File: src/logic/fpsm_pkg.sv
// Constants, screen codes and register map of the front-panel setup menu.
// Assumes a single 20 MHz clock and a synchronous active-low reset.
// Function
// - Both keys in metering enter setting mode
// - Both keys in setting mode return to metering
// - Setting indicator lit while in setting mode
// - Comm icons: none, query sent, response received
// - Passcode screen precedes parameter screens
// - Stored passcode resets to all zeros
// - Confirm on passcode screen enters parameter screens
// - Confirm commits or advances to next screen
// - Function key changes setting or starts editing
// - Function key increments flashing digit
// - Confirm moves cursor to next digit
// - Confirm on last digit commits, stops flashing
// - Confirm steps screens up to rated current
// - Rated current limited to 20..50000 A
// - Rated current screen only with indirect wiring
// - Shunt output limited to 50..100 mV
// - Shunt commit on last digit advances screen
// - Current sensor range code defaults zero
// - Voltage sensor range code defaults zero
// - Energy wipe defaults No, Yes clears energy
// - Five backlight levels, one dimmest
package fpsm_pkg;

  // ---------------------------------------------------------------
  // Timing
  // ---------------------------------------------------------------
  localparam int unsigned CLK_KHZ = 20000;
  localparam int unsigned DEBOUNCE_MS = 10;
  localparam int unsigned CHORD_MS = 100;
  localparam int unsigned BLINK_MS = 250;
  localparam int unsigned COMM_HOLD_MS = 1000;
  localparam int unsigned DEBOUNCE_CYC = DEBOUNCE_MS * CLK_KHZ;
  localparam int unsigned CHORD_CYC = CHORD_MS * CLK_KHZ;
  localparam int unsigned BLINK_CYC = BLINK_MS * CLK_KHZ;
  localparam int unsigned COMM_HOLD_CYC = COMM_HOLD_MS * CLK_KHZ;

  // ---------------------------------------------------------------
  // Register map and reset values
  // ---------------------------------------------------------------
  localparam logic [3:0] OFS_CTRL = 4'h0;
  localparam logic [3:0] OFS_STATUS = 4'h1;
  localparam logic [3:0] OFS_RATED = 4'h2;
  localparam logic [3:0] OFS_SHUNT = 4'h3;
  localparam logic [3:0] OFS_OPTS = 4'h4;
  localparam logic [3:0] OFS_PASS = 4'h5;
  localparam logic CTRL_INDIRECT_RST = 1'h1;
  localparam logic [15:0] RATED_RST = 16'h0014;
  localparam logic [15:0] RATED_MIN = 16'h0014;
  localparam logic [15:0] RATED_MAX = 16'hC350;
  localparam logic [6:0] SHUNT_RST = 7'h64;
  localparam logic [6:0] SHUNT_MIN = 7'h32;
  localparam logic [6:0] SHUNT_MAX = 7'h64;
  localparam logic [15:0] PASS_RST = 16'h0000;
  localparam logic RANGE_RST = 1'h0;
  localparam logic [2:0] LAMP_MIN = 3'h1;
  localparam logic [2:0] LAMP_MAX = 3'h5;
  localparam logic [2:0] LAMP_RST = 3'h5;

  // ---------------------------------------------------------------
  // Cursor start positions (digit 0 is the last one)
  // ---------------------------------------------------------------
  localparam logic [2:0] CUR_TOP_RATED = 3'h4;
  localparam logic [2:0] CUR_TOP_SHUNT = 3'h2;
  localparam logic [2:0] CUR_TOP_PASS = 3'h3;

  // ---------------------------------------------------------------
  // State types
  // ---------------------------------------------------------------
  typedef enum logic [8:0] {
    SCR_METER = 9'h001,
    SCR_PASS_IN = 9'h002,
    SCR_RATED = 9'h004,
    SCR_SHUNT = 9'h008,
    SCR_CUR_RNG = 9'h010,
    SCR_VOLT_RNG = 9'h020,
    SCR_WIPE = 9'h040,
    SCR_LAMP = 9'h080,
    SCR_PASS_SET = 9'h100
  } fpsm_scr_t;

  typedef enum logic [2:0] {
    KEY_IDLE = 3'h1,
    KEY_WAIT = 3'h2,
    KEY_HOLD = 3'h4
  } fpsm_key_t;

endpackage

File: src/logic/fpsm_setup_menu.sv
// Front-panel setup menu: key chord detection, screen sequencing,
// digit editing and the stored settings, with a simple register port.
// Assumes keys are active high and synchronous to clk.
//
// Decided for this implementation: the register addresses and the strobed register port.
`timescale 1ns/10ps
`default_nettype none
module fpsm_setup_menu import fpsm_pkg::*; #(
  parameter int unsigned DEB_CYC = DEBOUNCE_CYC,
  parameter int unsigned WIN_CYC = CHORD_CYC,
  parameter int unsigned BLK_CYC = BLINK_CYC,
  parameter int unsigned COMM_CYC = COMM_HOLD_CYC
) (
  input wire logic clk,
  input wire logic rstn,
  input wire logic keyFuncRaw,
  input wire logic keyConfirmRaw,
  input wire logic commQuery,
  input wire logic commResp,
  input wire logic [3:0] busAddr,
  input wire logic [15:0] busWdata,
  input wire logic busWr,
  input wire logic busRd,
  output logic [15:0] busRdata,
  output logic setIndicator,
  output logic [1:0] commIcons,
  output logic [8:0] screenSel,
  output logic editActive,
  output logic [2:0] cursorPos,
  output logic cursorLit,
  output logic [19:0] editDigits,
  output logic [2:0] optValue,
  output logic energyWipe,
  output logic [2:0] lampLevel,
  output logic [15:0] ratedCurrent,
  output logic [6:0] shuntMv,
  output logic curRangeSel,
  output logic voltRangeSel
);

  // ---------------------------------------------------------------
  // Helpers
  // ---------------------------------------------------------------
  // Order of parameter screens after the passcode
  function automatic fpsm_scr_t nextScr(fpsm_scr_t s, logic ind);
    unique case (s)
      SCR_RATED: nextScr = SCR_SHUNT;
      SCR_SHUNT: nextScr = SCR_CUR_RNG;
      SCR_CUR_RNG: nextScr = SCR_VOLT_RNG;
      SCR_VOLT_RNG: nextScr = SCR_WIPE;
      SCR_WIPE: nextScr = SCR_LAMP;
      SCR_LAMP: nextScr = SCR_PASS_SET;
      default: nextScr = ind ? SCR_RATED : SCR_SHUNT;
    endcase
  endfunction

  function automatic logic [16:0] bcdToBin(logic [19:0] d);
    bcdToBin = 17'(d[19:16]) * 17'h02710 + 17'(d[15:12]) * 17'h003E8
      + 17'(d[11:8]) * 17'h00064 + 17'(d[7:4]) * 17'h0000A + 17'(d[3:0]);
  endfunction

  function automatic logic [19:0] binToBcd(logic [15:0] v);
    logic [15:0] r;
    binToBcd = '0;
    r = v;
    for (int i = 0; i < 5; i++) begin
      binToBcd[4*i +: 4] = 4'(r % 16'h000A);
      r = r / 16'h000A;
    end
  endfunction

  // ---------------------------------------------------------------
  // Key debounce and chord detection
  // ---------------------------------------------------------------
  logic [1:0] keyRaw;
  logic [1:0] keyLvl;
  assign keyRaw = {keyConfirmRaw, keyFuncRaw};

  genvar gk;
  generate
    for (gk = 0; gk < 2; gk++) begin : gDeb
      fpsm_key_debounce #(.CYC(DEB_CYC)) uDeb (
        .clk(clk),
        .rstn(rstn),
        .rawIn(keyRaw[gk]),
        .stable(keyLvl[gk])
      );
    end
  endgenerate

  localparam int unsigned WW = $clog2(WIN_CYC + 1);
  fpsm_key_t key_q;
  logic [WW-1:0] win_q;
  logic firstF_q;
  logic evF_q, evC_q, evChord_q;
  wire anyKey = |keyLvl;
  wire bothKey = &keyLvl;
  wire winEnd = (win_q == WW'(WIN_CYC - 1));

  // A lone key acts on release or window expiry, so a chord never
  // leaks a single-key action first; costs a short reaction delay.
  always_ff @(posedge clk) begin
    if (!rstn) begin
      key_q <= KEY_IDLE;
      win_q <= '0;
      firstF_q <= 1'b0;
      evF_q <= 1'b0;
      evC_q <= 1'b0;
      evChord_q <= 1'b0;
    end else begin
      evF_q <= 1'b0;
      evC_q <= 1'b0;
      evChord_q <= 1'b0;
      unique case (key_q)
        KEY_IDLE: if (anyKey) begin
          key_q <= KEY_WAIT;
          win_q <= '0;
          firstF_q <= keyLvl[0];
        end
        KEY_WAIT: if (bothKey) begin
          evChord_q <= 1'b1;
          key_q <= KEY_HOLD;
        end else if (!anyKey || winEnd) begin
          evF_q <= firstF_q;
          evC_q <= !firstF_q;
          key_q <= anyKey ? KEY_HOLD : KEY_IDLE;
        end else begin
          win_q <= win_q + 1'b1;
        end
        KEY_HOLD: if (!anyKey) begin
          key_q <= KEY_IDLE;
        end
      endcase
    end
  end

  // ---------------------------------------------------------------
  // Menu state and stored settings
  // ---------------------------------------------------------------
  fpsm_scr_t scr_q;
  logic setInd_q, edit_q, wipe_q, indirect_q;
  logic curRng_q, voltRng_q;
  logic [2:0] cur_q, opt_q, lamp_q;
  logic [19:0] digs_q;
  logic [15:0] rated_q, pass_q;
  logic [6:0] shunt_q;

  // Decode of the digit under the cursor and the commit candidate
  wire [3:0] digNow = digs_q[{cur_q, 2'b00} +: 4];
  wire [3:0] digInc = (digNow == 4'h9) ? 4'h0 : digNow + 4'h1;
  wire [16:0] editVal = bcdToBin(digs_q);
  wire ratedOk = (editVal >= 17'(RATED_MIN)) && (editVal <= 17'(RATED_MAX));
  wire shuntOk = (editVal >= 17'(SHUNT_MIN)) && (editVal <= 17'(SHUNT_MAX));
  wire fpsm_scr_t nextS = nextScr(scr_q, indirect_q);
  wire [2:0] optNext = (nextS == SCR_CUR_RNG) ? {2'b00, curRng_q} :
                       (nextS == SCR_VOLT_RNG) ? {2'b00, voltRng_q} :
                       (nextS == SCR_LAMP) ? lamp_q : 3'h0;
  wire [2:0] lampInc = (opt_q >= LAMP_MAX) ? LAMP_MIN : opt_q + 3'h1;
  wire [2:0] curTop = (scr_q == SCR_RATED) ? CUR_TOP_RATED :
                      (scr_q == SCR_SHUNT) ? CUR_TOP_SHUNT : CUR_TOP_PASS;
  wire numScr = (scr_q == SCR_RATED) || (scr_q == SCR_SHUNT) || (scr_q == SCR_PASS_SET);
  wire [15:0] loadVal = (scr_q == SCR_RATED) ? rated_q :
                        (scr_q == SCR_SHUNT) ? {9'h000, shunt_q} : 16'h0000;
  wire [19:0] loadDigs = (scr_q == SCR_PASS_SET) ? {4'h0, pass_q} : binToBcd(loadVal);
  logic [19:0] digsInc;

  always_comb begin
    digsInc = digs_q;
    digsInc[{cur_q, 2'b00} +: 4] = digInc;
  end

  // Key events drive the screen walk; chord has priority over all
  always_ff @(posedge clk) begin
    if (!rstn) begin
      scr_q <= SCR_METER;
      setInd_q <= 1'b0;
      edit_q <= 1'b0;
      cur_q <= 3'h0;
      opt_q <= 3'h0;
      digs_q <= '0;
      wipe_q <= 1'b0;
      rated_q <= RATED_RST;
      shunt_q <= SHUNT_RST;
      pass_q <= PASS_RST;
      curRng_q <= RANGE_RST;
      voltRng_q <= RANGE_RST;
      lamp_q <= LAMP_RST;
    end else begin
      wipe_q <= 1'b0;
      if (evChord_q && scr_q == SCR_METER) begin
        scr_q <= SCR_PASS_IN;
        setInd_q <= 1'b1;
        edit_q <= 1'b1;
        cur_q <= CUR_TOP_PASS;
        digs_q <= '0;
      end else if (evChord_q) begin
        scr_q <= SCR_METER;
        setInd_q <= 1'b0;
        edit_q <= 1'b0;
      end else if (evF_q && edit_q) begin
        digs_q <= digsInc;
      end else if (evC_q && edit_q && cur_q != 3'h0) begin
        cur_q <= cur_q - 3'h1;
      end else if (evC_q && edit_q) begin
        edit_q <= 1'b0;
        unique case (scr_q)
          SCR_PASS_IN: if (digs_q[15:0] == pass_q) begin
            scr_q <= nextS;
            opt_q <= optNext;
          end else begin
            scr_q <= SCR_METER;
            setInd_q <= 1'b0;
          end
          SCR_RATED: if (ratedOk) begin
            rated_q <= editVal[15:0];
          end
          SCR_SHUNT: begin
            if (shuntOk) begin
              shunt_q <= editVal[6:0];
            end
            scr_q <= nextS;
            opt_q <= optNext;
          end
          default: pass_q <= digs_q[15:0];
        endcase
      end else if (evF_q && numScr) begin
        edit_q <= 1'b1;
        cur_q <= curTop;
        digs_q <= loadDigs;
      end else if (evF_q && scr_q != SCR_METER) begin
        opt_q <= (scr_q == SCR_LAMP) ? lampInc : {2'b00, !opt_q[0]};
      end else if (evC_q && scr_q != SCR_METER) begin
        scr_q <= nextS;
        opt_q <= optNext;
        unique case (scr_q)
          SCR_CUR_RNG: curRng_q <= opt_q[0];
          SCR_VOLT_RNG: voltRng_q <= opt_q[0];
          SCR_WIPE: wipe_q <= opt_q[0];
          SCR_LAMP: lamp_q <= opt_q;
          default: lamp_q <= lamp_q;
        endcase
      end
    end
  end

  // ---------------------------------------------------------------
  // Cursor flash and communication icons
  // ---------------------------------------------------------------
  localparam int unsigned BW = $clog2(BLK_CYC + 1);
  localparam int unsigned CCW = $clog2(COMM_CYC + 1);
  logic [BW-1:0] blk_q;
  logic blink_q, lit_q;
  logic [CCW-1:0] idle_q;
  logic [1:0] icons_q;

  // Flash runs free; phase is not aligned to the edit start
  always_ff @(posedge clk) begin
    if (!rstn) begin
      blk_q <= '0;
      blink_q <= 1'b0;
      lit_q <= 1'b0;
    end else begin
      blk_q <= (blk_q == BW'(BLK_CYC - 1)) ? '0 : blk_q + 1'b1;
      if (blk_q == BW'(BLK_CYC - 1)) begin
        blink_q <= !blink_q;
      end
      lit_q <= edit_q && blink_q;
    end
  end

  // Icons fall back to none after a quiet spell on the line
  always_ff @(posedge clk) begin
    if (!rstn) begin
      icons_q <= 2'h0;
      idle_q <= '0;
    end else if (commResp && icons_q != 2'h0) begin
      icons_q <= 2'h2;
      idle_q <= '0;
    end else if (commQuery) begin
      icons_q <= 2'h1;
      idle_q <= '0;
    end else if (idle_q == CCW'(COMM_CYC - 1)) begin
      icons_q <= 2'h0;
    end else begin
      idle_q <= idle_q + 1'b1;
    end
  end

  // ---------------------------------------------------------------
  // Register port
  // ---------------------------------------------------------------
  logic [15:0] rd_q;
  wire [15:0] rdMux =
    (busAddr == OFS_CTRL) ? {15'h0000, indirect_q} :
    (busAddr == OFS_STATUS) ? {scr_q, cur_q, edit_q, icons_q, setInd_q} :
    (busAddr == OFS_RATED) ? rated_q :
    (busAddr == OFS_SHUNT) ? {9'h000, shunt_q} :
    (busAddr == OFS_OPTS) ? {11'h000, lamp_q, voltRng_q, curRng_q} :
    (busAddr == OFS_PASS) ? pass_q : 16'h0000;

  // Read data lives one cycle only; unmapped reads return zero
  always_ff @(posedge clk) begin
    if (!rstn) begin
      rd_q <= 16'h0000;
      indirect_q <= CTRL_INDIRECT_RST;
    end else begin
      rd_q <= busRd ? rdMux : 16'h0000;
      if (busWr && busAddr == OFS_CTRL) begin
        indirect_q <= busWdata[0];
      end
    end
  end

  assign busRdata = rd_q;
  assign setIndicator = setInd_q;
  assign commIcons = icons_q;
  assign screenSel = scr_q;
  assign editActive = edit_q;
  assign cursorPos = cur_q;
  assign cursorLit = lit_q;
  assign editDigits = digs_q;
  assign optValue = opt_q;
  assign energyWipe = wipe_q;
  assign lampLevel = lamp_q;
  assign ratedCurrent = rated_q;
  assign shuntMv = shunt_q;
  assign curRangeSel = curRng_q;
  assign voltRangeSel = voltRng_q;
endmodule
`default_nettype wire

File: src/logic/fpsm_key_debounce.sv
// Debouncer for one front-panel key.
// Assumes the raw key level is already synchronous to clk.
`timescale 1ns/10ps
`default_nettype none
module fpsm_key_debounce #(
  parameter int unsigned CYC = 200000
) (
  input wire logic clk,
  input wire logic rstn,
  input wire logic rawIn,
  output logic stable
);
  localparam int unsigned CW = $clog2(CYC + 1);
  logic [CW-1:0] cnt_q;
  logic stable_q;

  // Level must hold for CYC cycles before it is believed
  always_ff @(posedge clk) begin
    if (!rstn) begin
      cnt_q <= '0;
      stable_q <= 1'b0;
    end else if (rawIn == stable_q) begin
      cnt_q <= '0;
    end else if (cnt_q == CW'(CYC - 1)) begin
      cnt_q <= '0;
      stable_q <= rawIn;
    end else begin
      cnt_q <= cnt_q + 1'b1;
    end
  end

  assign stable = stable_q;
endmodule
`default_nettype wire

File: config.mk
export PLATFORM = sky130hd
export DESIGN_NAME = fpsm_setup_menu
export DESIGN_NICKNAME = d
export VERILOG_FILES = /design/src/logic/fpsm_pkg.sv /design/src/logic/fpsm_setup_menu.sv /design/src/logic/fpsm_key_debounce.sv
export SDC_FILE = /design/constraint.sdc
export NUM_CORES = 1
export LEC_CHECK = 0
export ABC_CLOCK_PERIOD_IN_PS = 10000
export BUFFER_PORTS_ARGS = -buffer_cell sky130_fd_sc_hd__buf_2
export CAP_MARGIN = 0
export CORE_ASPECT_RATIO = 0.75
export CORE_UTILIZATION = 50
export CTS_BUF_LIST = sky130_fd_sc_hd__clkbuf_16
export DETAILED_ROUTE_END_ITERATION = 8
export HOLD_SLACK_MARGIN = 0.1
export PLACE_DENSITY = 0.68
export SLEW_MARGIN = 0
export SYNTH_ARGS = -nofsm -noshare
export SYNTH_HDL_FRONTEND = slang
export SYNTH_SLANG_ARGS = --single-unit
File: constraint.sdc
create_clock -name clk -period 10 [get_ports clk]
set_input_delay 0.5 -clock clk [delete_from_list [all_inputs] [get_ports clk]]
set_output_delay 0.5 -clock clk [all_outputs]
set_load 0.02 [all_outputs]
After elaboration in Yosys (flattened, before gate mapping):

Index checks and enable logic that the tools add are counted.

* add/sub/neg operators: 13
* multiply operators: 4
* divide/modulo/power cells: 9
* magnitude comparators: 5
* equal/unequal tests: 51
* shift-type cells: 3
* muxes and demuxes: 73
* bitwise logic cells: 16
* reductions and logical operators: 68

Operators with widths (number)
* two-way mux 20 bit: 5
* two-way mux 16 bit: 6
* remainder unit 16 x 4 -> 16 bit (second input constant): 5
* divider 16 x 4 -> 16 bit (second input constant): 4
* two-way mux 21 bit: 3
* two-way mux 3 bit: 19
* case mux 9 bit (6 select lines): 1
* two-way mux 9 bit: 5
* case mux 21 bit (2 select lines): 1
* adder 18 x 1 -> 18 bit (second input constant): 2
* equality test 18 bit (second input constant): 2
* AND reduction 9 bit: 3
* adder 25 x 1 -> 25 bit (second input constant): 1
* equality test 25 bit (second input constant): 1
* adder 23 x 1 -> 23 bit (second input constant): 1
* equality test 23 bit (second input constant): 1
* adder 21 x 1 -> 21 bit (second input constant): 1
* equality test 21 bit (second input constant): 1
* bitwise mux 20 bit: 1
* two-way mux 2 bit: 10
* variable shift 4 x 7 -> 20 bit (first input constant): 1
* indexed part select 20 x 6 -> 4 bit: 1
* indexed part select 4 x 7 -> 20 bit: 1
* equality test 9 x 5 -> 1 bit (second input constant): 2
* 66 further kinds: 164

* flip-flop bits (word level): 217
* output and inout bits: 85

Longest topological paths before layout:

Gate-level depths: netlist of run 1.

* depth after elaboration: 13
* mapped depth: 39
* depth with buffers taken out: 33

Modules after synthesis:

A second synthesis of run 1 with hierarchy kept.

* cells, all modules: 2394
* area total of the unflattened synthesis: 18382.6 um2

By module, submodules not included
* fpsm_setup_menu: times used 1, cells each 2194, area each 16513.3 um2, seq. area each 3583.4 um2
* fpsm_key_debounce: times used 2, cells each 100, area each 934.6 um2, seq. area each 380.4 um2

Worst setup path before layout of run 1:

No wires, ideal clock.

* path type: reg-to-reg
* from: register rated_q[13], in the netlist ratedCurrent[13]
* to: register digs_q[15], in the netlist editDigits[15]
* library setup time: 0.121 ns
* data arrival time: 7.808 ns
* required time: 9.879 ns
* setup slack: 2.070 ns
* cell stages (with the launch flop): 37
* buffers on the path: 3
* cell sequence: dfxtp_1 > buf_2 > xnor2_1 > mux2i_1 > a221oi_1 > a41oi_2 > a221oi_1 > or3_1 > buf_2 > mux2_4 > o21a_1 > nor3_2 > a221oi_4 > and2_1 > buf_6 > a31o_1 > o21a_2 > nor4_4 > xnor2_1 > ha_1 > o2111ai_1 > o31ai_4 > o22ai_2 > nor2b_1 > nor2_1 > ha_1 > mux2_2 > nand2_1 > nor2_1 > nand3_1 > nand3b_1 > nor4b_4 > xnor2_1 > ha_1 > o311a_1 > a21oi_1 > a21oi_1

* word-level cells in the longest chain between the ends: 10

Ends and longest elaborated chain
* from (decl): RTL line fpsm_setup_menu.sv:145 `logic [15:0] rated_q, pass_q;`
* from (signal assigned): RTL line fpsm_setup_menu.sv:215 `rated_q <= editVal[15:0];`
* two-way mux 16 bit: RTL line fpsm_setup_menu.sv:162 `wire [15:0] loadVal = (scr_q == SCR_RATED) ? rated_q :`
* divider 16 x 4 -> 16 bit (3 in series): RTL line fpsm_setup_menu.sv:68 `r = r / 16'h000A;`
* remainder unit 16 x 4 -> 16 bit: RTL line fpsm_setup_menu.sv:67 `binToBcd[4*i +: 4] = 4'(r % 16'h000A);`
* two-way mux 20 bit: RTL line fpsm_setup_menu.sv:164 `wire [19:0] loadDigs = (scr_q == SCR_PASS_SET) ? {4'h0, pass_q} : binToBcd(loadVal);`
* two-way mux 20 bit: RTL line fpsm_setup_menu.sv:226 `end else if (evF_q && numScr) begin`
* two-way mux 20 bit: RTL line fpsm_setup_menu.sv:204 `end else if (evC_q && edit_q) begin`
* two-way mux 20 bit: RTL line fpsm_setup_menu.sv:202 `end else if (evC_q && edit_q && cur_q != 3'h0) begin`
* two-way mux 20 bit: RTL line fpsm_setup_menu.sv:200 `end else if (evF_q && edit_q) begin`
* to (signal assigned): RTL line fpsm_setup_menu.sv:201 `digs_q <= digsInc;`
* to (signal assigned): RTL line fpsm_setup_menu.sv:229 `digs_q <= loadDigs;`
* to (decl): RTL line fpsm_setup_menu.sv:144 `logic [19:0] digs_q;`

No other way between the ends. The select of a mux whose other input is x is not followed.
A chain may end at the register's enable or synchronous reset.

Final worst setup path of run 1:

* from: register rated_q[10], in the netlist ratedCurrent[10]
* to: register digs_q[18], in the netlist editDigits[18]

* word-level cells in the longest chain between the ends: 11

Ends and longest elaborated chain (RTL line)
* two-way mux 16 bit: fpsm_setup_menu.sv:162
* divider 16 x 4 -> 16 bit (4 in series): fpsm_setup_menu.sv:68
* remainder unit 16 x 4 -> 16 bit: fpsm_setup_menu.sv:67
* two-way mux 20 bit: fpsm_setup_menu.sv:164
* two-way mux 20 bit: fpsm_setup_menu.sv:226
* two-way mux 20 bit: fpsm_setup_menu.sv:204
* two-way mux 20 bit: fpsm_setup_menu.sv:202
* two-way mux 20 bit: fpsm_setup_menu.sv:200

No other way between the ends. The select of a mux whose other input is x is not followed.

==> results of run 1 <==
-- synth_stat cells, types with 15 or more instances --
cell type  number
nor2_1        263
dfxtp_1       217
nand2_1       193
a21oi_1       133
o21ai_0       120
nand3_1        97
inv_1          95
ha_1           90
xor2_1         84
xnor2_1        71
clkbuf_1       70
mux2i_1        70
nor3_1         62
nor2b_1        55
nand4_1        49
nor4_1         37
and3_1         32
buf_2          31
nand2b_1       31
or3_1          29
a211oi_1       28
fa_1           27
and2_1         24
o211ai_1       23
a31oi_1        22
a21o_1         17
o22ai_1        15
-- power breakdown --
group / switching, W / internal [W] / leakage, nW
Clock: 0.000356 / 0.000496 / 0.378
Sequential: 0.00000399 / 0.000868 / 1.75
Combinational: 0.0000280 / 0.0000134 / 6.19
-- per-layer routing --
metal  vias up  global-route usage  routed length, um
li1       8785                   -                  -
met1      8783               0.426              26500
met2       826               0.440              23800
met3        90              0.0558               5120
met4         0              0.0739               1350
met5         -                   0                  0
-- through the flow --
| stage | utilization | hold WS [ps] | cells | area, um^2 |
|---|---|---|---|---|
| after floorplan | - | 393 | 2361 | 18400 |
| after global placement | 0.535 | 402 | 2876 | 19300 |
| after detailed placement | 0.535 | 411 | 2876 | 19300 |
| after CTS | 0.555 | 225 | 2917 | 20000 |
| after global routing | 0.556 | 238 | 2920 | 20100 |
| final | 0.556 | 234 | 2920 | 20100 |
-- registers in the layout, indices dropped and copies added (netlist names), 2 cells and up --
name	cells
gDeb.uDeb.cnt_q	36
shuntMv	7
win_q	21
blk_q	23
cursorPos	3
optValue	3
idle_q	25
key_q	3
pass_q	16
commIcons	2
busRdata	16
editDigits	20
ratedCurrent	16
gDeb.uDeb.stable	2
screenSel	9
lampLevel	3
-- kinds of logic after synthesis --
| group | count (synthesis) | synth area share |
|---|---|---|
| buffers and inverters | 216 | 0.0496 |
| muxes | 72 | 0.0395 |
| xor gates and xnor gates | 156 | 0.0752 |
| AOI/OAI and AO/OA | 620 | 0.241 |
| and+or+nand+nor | 960 | 0.267 |
| DFF | 217 | 0.236 |
| adders and majority gates | 120 | 0.0922 |
-- final cells by class --
cell class              instances  area (um^2)
repair buffers                141          816
well taps                     496          621
multi-input cells            1928        13200
clock inverters                18          164
fillers                      3368        16000
flip-flops and latches        217         4350
inverters                      97          364
clock buffers                  23          576
-- worst max-delay path: cells and delay by family, from the launching register on --
| kind | cells | cell delay [ps] |
|---|---|---|
| AO/OA/AOI/OAI | 13 | 3340 |
| XOR/XNOR | 2 | 390 |
| adder cells (fa/ha/maj) | 3 | 760 |
| buffers and inverters | 4 | 1030 |
| flip-flops | 1 | 370 |
| multiplexers | 2 | 660 |
| AND/OR/NAND/NOR | 11 | 2590 |
-- placed cells by master, fill, tap and decap left out, types with 44 or more instances in the layout --
cell type / Yosys / layout
dfxtp_1: 217 / 216
nand4_1: 49 / 49
ha_1: 90 / 90
nor3_1: 62 / 61
nand3_1: 97 / 97
nand2_1: 193 / 193
o21ai_0: 120 / 120
xor2_1: 84 / 84
mux2i_1: 70 / 70
nor2b_1: 55 / 55
buf_4: 7 / 44
inv_1: 95 / 100
xnor2_1: 71 / 71
nor2_1: 263 / 263
buf_2: 31 / 97
a21oi_1: 133 / 133
-- what timing repair did --
| item | 4_1_cts | 5_1_grt |
|---|---|---|
| endpoints found under the setup margin | 0 | 6 |
| gates resized for setup | 0 | 3 |
| setup buffers | 0 | 3 |
-- how the worst max path moves through the flow --
stage               depth (start not counted)        startpoint        endpoint
detailed placement                         34  ratedCurrent[14]  editDigits[15]
global route                               36  ratedCurrent[10]  editDigits[15]
floorplan                                  36  ratedCurrent[13]  editDigits[15]
global placement                           34  ratedCurrent[14]  editDigits[15]
finish                                     35  ratedCurrent[10]  editDigits[18]
CTS                                        34  ratedCurrent[14]  editDigits[15]
==> impl_metrics.ini, run 1 <==
[timing]
max_slew.worst_pin.slew_ps = 1300
drv_slew = 0
fmax_ghz = 0.108
fin_setup_tns_ps = 0
setup_viol_count_final = 0
min_period_ps = 9240
skew_ps = 14.2
hold_viol = 0
rsz0062_at_grt = no
period_share = 0.924
layout_setup_ws_ps = 756
maxSlewHeadroom = 0.131

[yosys]
netlist.area_leader.share = 0.236
synth-seq-cells = 217
synth.distinct_cells = 124
avgSynthCellArea_um2 = 7.80
netlist_instances = 2361
syn_area_um2 = 18400
yosys_most_used_dff = dfxtp_1
syn_nets = 2506
synth_area_leaders = dfxtp_1 (24%), ha_1 (6.1%), nor2_1 (5.4%), xor2_1 (4.0%), nand2_1 (3.9%)
yosysTopAreaCell = dfxtp_1
synth_edf_count = 0
ys_warn_count = 0
async_reset_ff_frac = 0
seq_area_frac_synth = 0.236

[floorplanning]
io_pins = 113
die_area_um2 = 37600
die_x_um = 224
initial_core_util = 0.510
rows = 60
die_h_um = 168
core_um2 = 36100

[finish]
num_antenna_cells = 0
area_delta_synth_final_pct = 8.99
finalNetCount = 2553
drive_gt1_frac = 0.103

[detailed_routing]
ant_nets = 0
routed_via_density = 6.33
dr.pass1.iters = 9
drc_errors = 0
vias = 18500
routedWlPerCell_um = 19.4
totalWireLength_mm = 56.7
drtIter0Drc = 1825

[min_path]
hold_end = busRdata[0]
min-delay-start = busRd
min_path_type = in -> reg
holdPathStages = 3

[worst_setup_path]
cp.arrival_ps = 9670
r2r-start = ratedCurrent[10]
reg2regPathDepth = 35
crit_slowest_cell = a221oi_1
required_ps = 10430
cp-start-kind = flop
critPathMaxStageDelay_ps = 550
end_kind = flop
crit_fanout = 27
rrSetupSlack_ps = 760
timing.rr.end = editDigits[18]
worstSetupPathType = reg -> reg

[clock_tree]
cts_tree = built
hold_buffers = 0
clock_latency_ps = 520
htreeDepth = 1
numCtsBuffers = 23
clockBufferDepth = 3
cts_sinks = 217
clk_pin_slew_ps = 60
root_buffer = clkbuf_16

[run]
max_cap_violations = 0

[grt]
track_usage = 0.293
grt_pass1_vias = 16800
gr-total-overflow = 0
grt_antenna_before_repair = 1
grt_pass1_wl_mm = 90.2
grt_max_degree = 79

[placed_design]
portBuffers = 97
hpwl_mm = 42.9
place.gp.congestion = 0.962
place_ws_ps = 528

[run_status]
status = finished, final reports clean

[pwr]
p_leak_nw = 8.32
power.total_w = 0.00177
cellPowerDensity_nw_per_um2 = 87.9
vdd_drop_max_v = 0.0000977
(Power assumes the default switching activity.)
==> inputs of run 2 (changes only) <==
--- a/config.mk
+++ b/config.mk
@@ -9,11 +9,11 @@
 export BUFFER_PORTS_ARGS = -buffer_cell sky130_fd_sc_hd__buf_2
 export CAP_MARGIN = 0
 export CORE_ASPECT_RATIO = 0.75
-export CORE_UTILIZATION = 50
+export CORE_UTILIZATION = 63
 export CTS_BUF_LIST = sky130_fd_sc_hd__clkbuf_16
 export DETAILED_ROUTE_END_ITERATION = 8
 export HOLD_SLACK_MARGIN = 0.1
-export PLACE_DENSITY = 0.68
+export PLACE_DENSITY = 0.82
 export SLEW_MARGIN = 0
 export SYNTH_ARGS = -nofsm -noshare
 export SYNTH_HDL_FRONTEND = slang
==> run 2 against run 1 <==
Clock power shrank 11%. Sequential cell count unchanged. Utilization is 14 points higher. Critical path type unchanged. Largest cell class unchanged.
==> impl_metrics.ini, run 2 (synthesized netlist as in run 1, its figures left out) <==
[run_status]
status = finished, final reports clean

[pwr]
power.total_w = 0.00167
cellPowerDensity_nw_per_um2 = 84.5
vdd_drop_max_v = 0.000110
p_leak_nw = 8.25

[worst_setup_path]
path_depth = 34
crit_buf_inv = 3
critPathTopFamily = compound AO/OA/AOI/OAI gates
cp-start-kind = flop
end_kind = flop
r2r-start = ratedCurrent[13]
worstSetupPathType = reg -> reg
reg2regPathDepth = 34
required_ps = 10400
crit_slowest_cell = dfxtp_1
rrSetupSlack_ps = 620
timing.rr.end = editDigits[15]
crit_fanout = 22
critPathMaxStageDelay_ps = 730
cp.arrival_ps = 9780

[finish]
num_antenna_cells = 0
regMostFlops = gDeb.uDeb.cnt_q
area_delta_synth_final_pct = 7.52
final_common_cell = nor2_1
final_cell_mix = nor2_1 (262), dfxtp_1 (215), nand2_1 (193), a21oi_1 (133), o21ai_0 (120)
drive_gt1_frac = 0.102
multiInputGateArea_um2 = 13200
finalNetCount = 2547
regArea_um2 = 4350
instances_no_fill = 2801
largest_reg_flops = 36
fill_cells = 2394
reg_top3 = gDeb.uDeb.cnt_q: 36 flops, idle_q: 25 flops, blk_q: 23 flops

[detailed_routing]
drtIter0Drc = 2139
dr.pass1.iters = 7
routedWlPerCell_um = 19.9
drc_errors = 0
routed_via_density = 6.71
vias = 18800
ant_nets = 0
totalWireLength_mm = 55.7

[clock_tree]
hold_buffers = 0
numCtsBuffers = 21
clock_latency_ps = 530
htreeDepth = 1
cts_tree = built
clk_pin_slew_ps = 70
cts_sinks = 217
postCtsSetupBuffers = 0
root_buffer = clkbuf_16
clockBufferDepth = 3

[min_path]
min-delay-start = busWdata[0]
holdPathStages = 3
min_path_type = in -> reg
hold_end = indirect_q

[timing]
drv_slew = 0
max_slew.worst_pin.slew_ps = 1210
fmax_ghz = 0.107
period_share = 0.938
hold_viol = 0
layout_setup_ws_ps = 616
setup_viol_count_final = 0
rsz0062_at_grt = no
fin_setup_tns_ps = 0
skew_ps = 28.7
maxSlewHeadroom = 0.190
min_period_ps = 9380

[run]
max_cap_violations = 0

[floorplanning]
die_x_um = 199
initial_core_util = 0.649
io_pins = 113
die_h_um = 150
rows = 53
die_area_um2 = 29900
core_um2 = 28400

[grt]
grt_pass1_wl_mm = 89.2
gr-total-overflow = 0
track_usage = 0.369
grt_max_degree = 79
grt_antenna_before_repair = 0
grt_pass1_vias = 17100

[placed_design]
hpwl_mm = 41.8
portBuffers = 97
place.gp.congestion = 0.986
dp.cells = 2764
place_ws_ps = 502
==> run 2: cell count changes in the layout (fill, tap and decap cells not counted), moves of 2 or more <==
cell | before | now
buf_4 | 44 | 40
bufinv_16 | 3 | 1
clkbuf_16 | 23 | 21
clkinv_2 | 4 | 6
clkinvlp_4 | 2 | 0
==> run 2: final cells by class <==
type | instances | share of cell area
clock buffer | 21 | 0.0265
clock inverter | 16 | 0.00550
inverter | 97 | 0.0184
multi-input combinational | 1928 | 0.666
sequential | 217 | 0.219
tap | 385 | 0.0243
timing repair buffer | 137 | 0.0397
==> run 2: per-layer routing <==
| metal | vias up | share of wire | track usage |
|---|---|---|---|
| met4 | 0 | 0.028 | 0.109 |
| met2 | 956 | 0.42 | 0.547 |
| met1 | 8938 | 0.45 | 0.538 |
| li1 | 8786 | - | - |
| met3 | 111 | 0.10 | 0.0699 |
| met5 | - | 0 | 0 |
==> run 2: worst max-delay path by stage <==
| stage | startpoint | end | slack [ps] |
|---|---|---|---|
| final | ratedCurrent[13] | editDigits[15] | 620 |
| after global routing | ratedCurrent[13] | editDigits[18] | 20 |
| after CTS | ratedCurrent[14] | editDigits[15] | 470 |
| after detailed placement | ratedCurrent[12] | editDigits[15] | 500 |
| after global placement | ratedCurrent[14] | editDigits[15] | 760 |
| after floorplan | ratedCurrent[13] | editDigits[15] | 2070 |
==> run 2: stage by stage <==
| stage | area, um^2 | util | hold WS [ps] |
|---|---|---|---|
| finish | 19800 | 0.698 | 202 |
| floorplan | 18400 | - | 393 |
| global placement | 19200 | 0.675 | 405 |
| detailed placement | 19200 | 0.675 | 410 |
| CTS | 19800 | 0.697 | 202 |
| global route | 19800 | 0.698 | 220 |
==> run 2: repair_timing <==
item,CTS,global route
resized for setup,0,5
setup endpoints to repair,0,6
hold endpoints to repair,0,0
==> run 2: tightest hold or removal path, stage by stage <==
cell and delay (ps):
buf_2 70, nand3_1 50, nand3_1 70
==> run 2: report_power, final <==
part	switching (W)	internal [W]	total, W
combinational	0.0000282	0.0000135	0.0000416
sequential	0.00000430	0.000868	0.000872
clock	0.000349	0.000411	0.000761
